===== config.mk =====
export PLATFORM = sky130hd
export DESIGN_NAME = pcn_negotiator
export DESIGN_NICKNAME = d
export VERILOG_FILES = /design/src/pcn_pkg.sv /design/src/pcn_negotiator.sv
export VERILOG_INCLUDE_DIRS = /design/src
export SDC_FILE = /design/constraint.sdc
export NUM_CORES = 1
export LEC_CHECK = 0
export BUFFER_PORTS_ARGS = -buffer_cell sky130_fd_sc_hd__buf_2
export CAP_MARGIN = 25
export CORE_MARGIN = 3
export CORE_UTILIZATION = 46
export CTS_CLUSTER_DIAMETER = 120
export DETAILED_ROUTE_END_ITERATION = 10
export HOLD_SLACK_MARGIN = 0.15
export PLACE_DENSITY = 0.67
export SYNTH_ARGS = -nofsm -noshare
export SYNTH_HDL_FRONTEND = slang
export SYNTH_SLANG_ARGS = --single-unit

===== constraint.sdc =====
create_clock -name mclk -period 2.8 [get_ports mclk]
set_clock_uncertainty 0.1 [all_clocks]
set_input_delay 0.28 -clock mclk [delete_from_list [all_inputs] [get_ports mclk]]
set_output_delay 0.28 -clock mclk [all_outputs]
set_load 0.01 [all_outputs]

===== src/pcn_params.svh =====
// Constants for the power contract negotiation controller.
// Assumes a 50 MHz mclk and an outside packet layer that frames packets.
`ifndef PCN_PARAMS_SVH
`define PCN_PARAMS_SVH
`define PCN_CLK_MHZ 50
`define PCN_TIMEOUT_US 15000
`define PCN_TIMEOUT_CYC (`PCN_TIMEOUT_US * `PCN_CLK_MHZ)
`define PCN_SILENT_US 6000
`define PCN_SILENT_CYC (`PCN_SILENT_US * `PCN_CLK_MHZ)
`define PCN_MAX_RETRY 2'h3
`define PCN_HDR_SPECIFIC 8'h20
`define PCN_HDR_GENERAL 8'h07
`define PCN_HDR_EPT 8'h02
`define PCN_HDR_RP24 8'h31
`define PCN_HDR_RP8 8'h04
`define PCN_EPT_NEG_FAIL 8'h0A
`define PCN_REQ_END 8'h00
`define PCN_REQ_GPOW 8'h01
`define PCN_REQ_RPFMT 8'h02
`define PCN_REQ_FSK 8'h03
`define PCN_REQ_MPOW 8'h04
`define PCN_REQ_PROP 8'hF0
`define PCN_GP_INIT 8'h0A
`define PCN_RSP_ACK 8'hFF
`define PCN_RSP_NAK 8'h00
`define PCN_RSP_UNDEF 8'h55
`define PCN_ADR_CMD 4'h0
`define PCN_ADR_STAT 4'h1
`define PCN_ADR_ACT0 4'h2
`define PCN_ADR_TMP0 4'h3
`define PCN_ADR_DATA 4'h4
`endif


===== src/pcn_pkg.sv =====
// Types for the power contract negotiation controller.
// Assumes nothing beyond the constants header.
package pcn_pkg;
    typedef enum logic [4:0] {
        PCN_IDLE = 5'h01,
        PCN_SEND = 5'h02,
        PCN_WAIT = 5'h04,
        PCN_SILENT = 5'h08,
        PCN_DONE = 5'h10
    } pcn_state_t;
    typedef struct packed {
        logic [7:0] gpow;
        logic [7:0] mpow;
        logic [7:0] rpfmt;
        logic [7:0] fsk;
        logic [7:0] prop;
    } pcn_contract_t;
endpackage : pcn_pkg


===== src/pcn_negotiator.sv =====
// Negotiation phase controller: request issue, reply handling, contracts.
// Assumes a packet layer that sends tx_* packets and reports rx_* replies.
//
// Design decisions made here: the register addresses and the plain strobed port.
`include "pcn_params.svh"
module pcn_negotiator #(
    parameter int TIMEOUT_CYC = `PCN_TIMEOUT_CYC,
    parameter int SILENT_CYC = `PCN_SILENT_CYC
) (
    input wire logic mclk,
    input wire logic rst_n,
    input wire logic [3:0] reg_addr,
    input wire logic [31:0] reg_wdata,
    input wire logic reg_wr,
    input wire logic reg_rd,
    output logic [31:0] reg_rdata,
    output logic tx_valid,
    output logic [7:0] tx_header,
    output logic [7:0] tx_b0,
    output logic [7:0] tx_b1,
    input wire logic tx_done,
    input wire logic rx_valid,
    input wire logic rx_is_response,
    input wire logic [7:0] rx_byte,
    output logic calibration_go
);
    import pcn_pkg::*;

    pcn_state_t state;
    pcn_contract_t active;
    pcn_contract_t temp;
    logic [7:0] p_hdr;
    logic [7:0] p_b0;
    logic [7:0] p_b1;
    logic [1:0] retries;
    logic [31:0] timer;
    logic [2:0] last_rsp;
    logic unsupported;
    logic rpfmt_sent;
    logic [7:0] rx_data;
    logic copied;

    // Command word: [7:0] header, [15:8] byte0, [23:16] byte1
    wire cmd_wr = reg_wr && reg_addr == `PCN_ADR_CMD && state == PCN_IDLE;
    wire [7:0] c_hdr = reg_wdata[7:0];
    wire [7:0] c_b0 = reg_wdata[15:8];
    wire [7:0] c_b1 = reg_wdata[23:16];
    wire is_spec = p_hdr == `PCN_HDR_SPECIFIC;
    wire is_gen = p_hdr == `PCN_HDR_GENERAL;
    wire is_end = is_spec && p_b0 == `PCN_REQ_END;
    wire [2:0] diff_cnt = 3'((active.gpow != temp.gpow))
        + 3'((active.mpow != temp.mpow))
        + 3'((active.rpfmt != temp.rpfmt))
        + 3'((active.fsk != temp.fsk))
        + 3'((active.prop != temp.prop));
    wire c_rpfmt = c_hdr == `PCN_HDR_SPECIFIC && c_b0 == `PCN_REQ_RPFMT;
    wire [7:0] c_b1_fix = c_rpfmt ? `PCN_HDR_RP24 : c_b1;
    // End refused until format request was sent
    wire c_end = c_hdr == `PCN_HDR_SPECIFIC && c_b0 == `PCN_REQ_END;
    wire c_ok = !(c_end && !rpfmt_sent);
    wire [7:0] c_b1_out = c_end ? {5'h00, diff_cnt} : c_b1_fix;
    wire reply = state == PCN_WAIT && rx_valid;
    wire rsp_ack = reply && rx_is_response && rx_byte == `PCN_RSP_ACK;
    wire rsp_nak = reply && rx_is_response && rx_byte == `PCN_RSP_NAK;
    wire rsp_undef = reply && rx_is_response && rx_byte == `PCN_RSP_UNDEF;
    wire timed_out = state == PCN_WAIT && !rx_valid && timer == 32'h0;
    wire give_up = timed_out && retries == `PCN_MAX_RETRY;
    wire [31:0] stat_word = {12'h000, rx_data, 1'b0, copied,
        rpfmt_sent, unsupported, last_rsp[2:0], 5'(state)};
    // Contract words show the four named fields; proprietary sits apart
    wire [31:0] next_rdata = (reg_addr == `PCN_ADR_CMD) ?
            {8'h00, p_b1, p_b0, p_hdr} :
        (reg_addr == `PCN_ADR_STAT) ? stat_word :
        (reg_addr == `PCN_ADR_ACT0) ? active[39:8] :
        (reg_addr == `PCN_ADR_TMP0) ? temp[39:8] :
        (reg_addr == `PCN_ADR_DATA) ? {active.prop, temp.prop, 16'h0000} :
        32'h0000_0000;

    always_ff @(posedge mclk) begin
        if (!rst_n) begin
            reg_rdata <= 32'h0000_0000;
        end else if (reg_rd) begin
            reg_rdata <= next_rdata;
        end else begin
            reg_rdata <= 32'h0000_0000;
        end
    end

    always_ff @(posedge mclk) begin
        if (!rst_n) begin
            state <= PCN_IDLE;
            p_hdr <= 8'h00;
            p_b0 <= 8'h00;
            p_b1 <= 8'h00;
            retries <= 2'h0;
            timer <= 32'h0;
            last_rsp <= 3'h0;
            unsupported <= 1'b0;
            rpfmt_sent <= 1'b0;
            rx_data <= 8'h00;
            copied <= 1'b0;
            tx_valid <= 1'b0;
            tx_header <= 8'h00;
            tx_b0 <= 8'h00;
            tx_b1 <= 8'h00;
            calibration_go <= 1'b0;
            active <= '{`PCN_GP_INIT, 8'h00, `PCN_HDR_RP8, 8'h00, 8'h00};
            temp <= '{`PCN_GP_INIT, 8'h00, `PCN_HDR_RP8, 8'h00, 8'h00};
        end else begin
            case (state)
                PCN_IDLE: begin
                    // Active contract may be preloaded while idle, until the first request copies it
                    if (reg_wr && reg_addr == `PCN_ADR_ACT0 && !copied) begin
                        active[39:8] <= reg_wdata;
                    end
                    // Any header is passed; other types get no reply wait
                    if (cmd_wr && c_ok) begin
                        // Copy active contract before first request
                        if (!copied) begin
                            temp <= active;
                            copied <= 1'b1;
                        end
                        p_hdr <= c_hdr;
                        p_b0 <= c_b0;
                        p_b1 <= c_b1_out;
                        tx_header <= c_hdr;
                        tx_b0 <= c_b0;
                        tx_b1 <= c_b1_out;
                        tx_valid <= 1'b1;
                        retries <= 2'h0;
                        unsupported <= 1'b0;
                        if (c_rpfmt) begin
                            rpfmt_sent <= 1'b1;
                        end
                        state <= PCN_SEND;
                    end
                end
                PCN_SEND: begin
                    if (tx_done) begin
                        tx_valid <= 1'b0;
                        timer <= TIMEOUT_CYC - 1;
                        // Non negotiation packets expect no reply
                        state <= (is_spec || is_gen) ? PCN_WAIT : PCN_SILENT;
                        if (!(is_spec || is_gen)) begin
                            timer <= SILENT_CYC - 1;
                        end
                    end
                end
                PCN_WAIT: begin
                    // Reply belongs to the one pending request
                    if (reply) begin
                        timer <= SILENT_CYC - 1;
                        state <= PCN_SILENT;
                        last_rsp <= {rsp_undef, rsp_nak, rsp_ack};
                        if (!rx_is_response) begin
                            rx_data <= rx_byte;
                        end
                        if (rsp_undef) begin
                            unsupported <= 1'b1;
                        end
                        if (rsp_ack && is_spec) begin
                            if (p_b0 == `PCN_REQ_GPOW) temp.gpow <= p_b1;
                            if (p_b0 == `PCN_REQ_RPFMT) temp.rpfmt <= p_b1;
                            if (p_b0 == `PCN_REQ_FSK) temp.fsk <= p_b1;
                            if (p_b0 == `PCN_REQ_MPOW) temp.mpow <= p_b1;
                            if (p_b0 >= `PCN_REQ_PROP) temp.prop <= p_b1;
                        end
                        if (rsp_ack && is_end) begin
                            active <= temp;
                            state <= PCN_DONE;
                        end
                        if (rsp_nak && is_end) begin
                            temp <= active;
                        end
                    end else if (give_up) begin
                        unsupported <= 1'b1;
                        timer <= SILENT_CYC - 1;
                        state <= PCN_SILENT;
                    end else if (timed_out) begin
                        retries <= retries + 2'h1;
                        tx_valid <= 1'b1;
                        state <= PCN_SEND;
                    end else begin
                        timer <= timer - 32'h1;
                    end
                end
                PCN_SILENT: begin
                    // Gap keeps the next request clear of the last reply
                    if (timer == 32'h0) begin
                        state <= PCN_IDLE;
                    end else begin
                        timer <= timer - 32'h1;
                    end
                end
                PCN_DONE: begin
                    calibration_go <= 1'b1;
                end
                default: begin
                    state <= PCN_IDLE;
                end
            endcase
        end
    end

    a_end_commit: assert property (
        @(posedge mclk) disable iff (!rst_n)
        rsp_ack && is_end |=> active == $past(temp))
        else $error("active not committed");
    a_end_discard: assert property (
        @(posedge mclk) disable iff (!rst_n)
        rsp_nak && is_end |=> temp == $past(active))
        else $error("temp not restored");
    a_calib_go: assert property (
        @(posedge mclk) disable iff (!rst_n)
        rsp_ack && is_end |=> ##1 calibration_go)
        else $error("no calibration");
    a_undef_keep: assert property (
        @(posedge mclk) disable iff (!rst_n)
        rsp_undef |=> temp == $past(temp) && unsupported)
        else $error("undefined reply changed contract");
    a_rp_header: assert property (
        @(posedge mclk) disable iff (!rst_n)
        tx_valid && tx_header == `PCN_HDR_SPECIFIC
        && tx_b0 == `PCN_REQ_RPFMT |-> tx_b1 == `PCN_HDR_RP24)
        else $error("bad format header");
    a_end_order: assert property (
        @(posedge mclk) disable iff (!rst_n)
        tx_valid && tx_header == `PCN_HDR_SPECIFIC
        && tx_b0 == `PCN_REQ_END |-> rpfmt_sent)
        else $error("end before format");
    a_gp_temp: assert property (
        @(posedge mclk) disable iff (!rst_n)
        rsp_ack && is_spec && p_b0 == `PCN_REQ_GPOW
        |=> temp.gpow == $past(p_b1) && active == $past(active))
        else $error("gpow store wrong");
    // Wait is left only after reply or timeout
    a_one_pending: assert property (
        @(posedge mclk) disable iff (!rst_n)
        state == PCN_WAIT && !rx_valid && timer != 32'h0
        |=> state == PCN_WAIT)
        else $error("left wait early");
    a_retry_max: assert property (
        @(posedge mclk) disable iff (!rst_n)
        give_up |=> state == PCN_SILENT && unsupported)
        else $error("retry handling");
    a_copy_first: assert property (
        @(posedge mclk) disable iff (!rst_n)
        cmd_wr && c_ok && !copied |=> temp == $past(active) && copied)
        else $error("contract not copied");
    // Format ACK stores 24 bit format
    a_fmt_temp: assert property (
        @(posedge mclk) disable iff (!rst_n)
        rsp_ack && is_spec && p_b0 == `PCN_REQ_RPFMT
        |=> temp.rpfmt == `PCN_HDR_RP24)
        else $error("format not stored");
    a_fsk_temp: assert property (
        @(posedge mclk) disable iff (!rst_n)
        rsp_ack && is_spec && p_b0 == `PCN_REQ_FSK
        |=> temp.fsk == $past(p_b1))
        else $error("modulation not stored");
    // Packet held until the layer ends it
    a_tx_hold: assert property (
        @(posedge mclk) disable iff (!rst_n)
        tx_valid && !tx_done |=> tx_valid && $stable(tx_header))
        else $error("packet dropped early");
endmodule : pcn_negotiator


==> impl_results.md <==
- Result of the run: completed
- Worst vdd rail ir drop: 0.468 mV
- Class of the worst hold path: in2reg
- Final number of setup-violating endpoints: 0
- Count of warnings emitted by yosys: 0
- Kind of end point of the critical path: register
- Pin slew with the least headroom to its limit: 693 ps
- Crit path max-delay cell type: sky130_fd_sc_hd__or4_1
- Synthesized instance count: 1162
- EDFF count, synth: 0
- Worst-path clk slew: 80 ps
- Top-level port count: 109
- Leading cell types in the layout, fill and taps excluded: sky130_fd_sc_hd__dfxtp_1 (191), sky130_fd_sc_hd__nand2_1 (132), sky130_fd_sc_hd__nor2_1 (120)
- Max incr delay on CP: 600 ps
- GRT Overall Usage: 28.0%
- Pins over their slew limit: 0
- Cell row count: 52
- Average wire length per cell after detail routing: 20.6 um
- Total count of hold-check failures in the final report: 0
- Per-instance average area after synthesis: 8.36 um^2
- Initial core utilization: 47.4%
- Count of TritonRoute iterations in the first routing pass: 7
- Floorplan die width: 151 um
- Antenna violations before repair: 1
- Largest net degree at the start of global routing: 79
- Maxcap violations: 0
- TritonCTS sink count: 191
- Critical Path Source Type: register
- Fraction of layout instances using a drive strength above 1: 17.9%
- Synthesized Nets: 1218
- Post-layout minimum cycle time: 2700 ps
- Post-route fraction of the period consumed by the critical path: 96.4%
- Non-Filler Instances: 1600
- Critical Path Fanout Max: 15
- Static leakage power: 4.48 nW
- DRT iter0 DRCs: 1126
- Max transition margin: 53.8%
- Buffer depth of the longest clock path: 2
- Setup ws final: 100 ps
- Share of synthesized area occupied by flip-flops and latches: 39.3%
- CTS root buf: sky130_fd_sc_hd__clkbuf_16
- Input/output buffers: 108
- Worst setup path category: reg2reg
- Critical Path AT: 2940 ps
- Post-Place Cells: 1520
- HPWL Detailed: 22.0 mm
- Total power divided by cell area: 641 nW/um^2
- Worst slack at placement: 166 ps
- Die Span Y: 151 um
- CTS tree: done
- Reg area: 3820 um^2
- Worst-path cell chain: or4_1, nor4_2, buf_4, a31oi_4, a22oi_4, clkbuf_16, a21oi_1, a311oi_1
- Leading register cell type out of synthesis: sky130_fd_sc_hd__dfxtp_1
- Count of fill cells added during filler insertion: 1858
- Cell type with the largest total area after synthesis: sky130_fd_sc_hd__dfxtp_1
- CTS H-tree lvls: 4
- Number of library cell types mapped by synthesis: 69
- Required time of the critical path: 3040 ps
- Combined area of all synthesized cells: 9720 um^2
- Number of global-route vias before repair: 9161
- Share of Yosys cell area claimed by the top area cell type: 39.3%
- Post-route setup TNS: 0 ps
- Cell types occupying the most area after synthesis: sky130_fd_sc_hd__dfxtp_1 (39%), sky130_fd_sc_hd__mux2i_1 (7.1%), sky130_fd_sc_hd__a21oi_1 (5.1%), sky130_fd_sc_hd__nand2_1 (5.1%), sky130_fd_sc_hd__nor2_1 (4.7%)
- Core Footprint: 20500 um^2
- Post-route ant nets: 0
- Weighted congestion at the end of routability-driven global placement: 0.956
- Wire length of the first global-routing pass: 50.6 mm
- Async set-or-reset flop fraction in the synthesized netlist: 0%
- Most common cell after layout, fill and taps aside: sky130_fd_sc_hd__dfxtp_1
- Die footprint: 22900 um^2
- Synth Register Bits: 191
- Clock insertion delay at the later pin of the skew report: 440 ps
- DR vias: 9819
- Multi-input logic area: 5520 um^2
- Remaining global-route overflow: 0
- Via density per instance: 6.14
- Highest clock rate: 370 MHz
- Final net count: 1371
- Count of unresolved DRC violations after routing: 0
- Area growth, synth to finish: 23.1%
- Detailed Route WL: 33.0 mm
- TritonCTS Buffers: 17
-- layer usage --
metal / GRT usage (%) / up-vias / part of all wire (%)
met3: 6.52 / 82 / 10
met5: 0 / - / 0
met4: 10.1 / 0 / 3.3
met1: 37.0 / 4601 / 41
li1: - / 4603 / -
met2: 44.8 / 533 / 46
-- flip-flops by register name, indices dropped and copies added, names as in the netlist --
signal	flops
active	40
temp	40
reg_rdata	32
timer	32
p_b0	8
p_b1	8
p_hdr	8
rx_data	8
state	5
last_rsp	3
retries	2
calibration_go	1
copied	1
rpfmt_sent	1
tx_valid	1
unsupported	1
-- critical path, delay by kind of cell, from the launching register on --
kind / cells / cell delay (ps)
and+or+nand+nor: 2 / 890
buffers and inverters: 2 / 460
AOI/OAI and AO/OA: 4 / 830
DFF: 1 / 310
-- area by class of cell --
class,count,area share [%]
multi-input combinational,871,46.1
sequential,191,32.0
timing repair buffer,218,13.2
clock buffer,18,3.67
tap,270,2.82
clock inverter,14,1.69
inverter,16,0.523
antenna,2,0.0418
-- final timing paths --
check                                 from                        to  slack (ps)  cells after the start
hold reg to reg   last_rsp[0]$_SDFFE_PN0P_  last_rsp[0]$_SDFFE_PN0P_         360                      2
setup / recovery      p_b0[4]$_SDFFE_PN0P_     temp[16]$_SDFFE_PN0P_         100                      8
hold / removal                       rst_n     timer[0]$_SDFFE_PN0P_         190                      3
setup reg to reg      p_b0[4]$_SDFFE_PN0P_     temp[16]$_SDFFE_PN0P_         100                      8
-- through the flow --
stage	util [%]	total power, W	cell area, um^2	hold WS (ps)
after floorplan	-	0.00443	9720	259
after global placement	52.7	0.00496	10800	342
after detailed placement	52.7	0.00499	10800	347
after CTS	58.0	0.00765	11900	167
after global routing	58.4	0.00807	12000	199
final	58.4	0.00767	12000	189
-- Yosys cell counts, types with 7 or more instances --
library cell,n
sky130_fd_sc_hd__o21ai_0,43
sky130_fd_sc_hd__nand2_1,132
sky130_fd_sc_hd__o22ai_1,10
sky130_fd_sc_hd__xnor2_1,24
sky130_fd_sc_hd__a222oi_1,10
sky130_fd_sc_hd__xor2_1,21
sky130_fd_sc_hd__a31oi_1,8
sky130_fd_sc_hd__a311oi_1,38
sky130_fd_sc_hd__nor2_1,122
sky130_fd_sc_hd__dfxtp_1,191
sky130_fd_sc_hd__buf_2,19
sky130_fd_sc_hd__nand3_1,19
sky130_fd_sc_hd__inv_1,15
sky130_fd_sc_hd__nand4_1,20
sky130_fd_sc_hd__a22oi_1,53
sky130_fd_sc_hd__mux2_2,10
sky130_fd_sc_hd__a211oi_1,29
sky130_fd_sc_hd__a21oi_1,100
sky130_fd_sc_hd__nor3_1,25
sky130_fd_sc_hd__buf_1,7
sky130_fd_sc_hd__nand2b_1,10
sky130_fd_sc_hd__mux2i_1,69
sky130_fd_sc_hd__or3_1,9
sky130_fd_sc_hd__nor2b_1,11
sky130_fd_sc_hd__clkbuf_1,55
sky130_fd_sc_hd__nor4_1,21
-- logic make-up after synthesis --
logic type | after synthesis | synth area share, %
buffers and inverters | 100 | 4.34
AND/OR/NAND/NOR | 408 | 20.0
AO/OA/AOI/OAI | 334 | 23.1
flip-flops | 191 | 39.3
adder cells (fa/ha/maj) | 5 | 0.798
XOR/XNOR | 45 | 4.06
multiplexers | 79 | 8.27
-- repair_timing --
action / CTS / global route
buffers inserted: 0 / 0
gates resized for setup: 0 / 5
setup endpoints to repair: 0 / 8
hold endpoints to repair: 50 / 0
hold buffers: 44 / 0
-- report_power, final --
group	switching (W)	leakage [nW]	internal [W]
clock network	0.00122	0.306	0.00140
logic	0.00105	2.63	0.000807
registers	0.000255	1.54	0.00293
(Power assumes the default switching activity.)
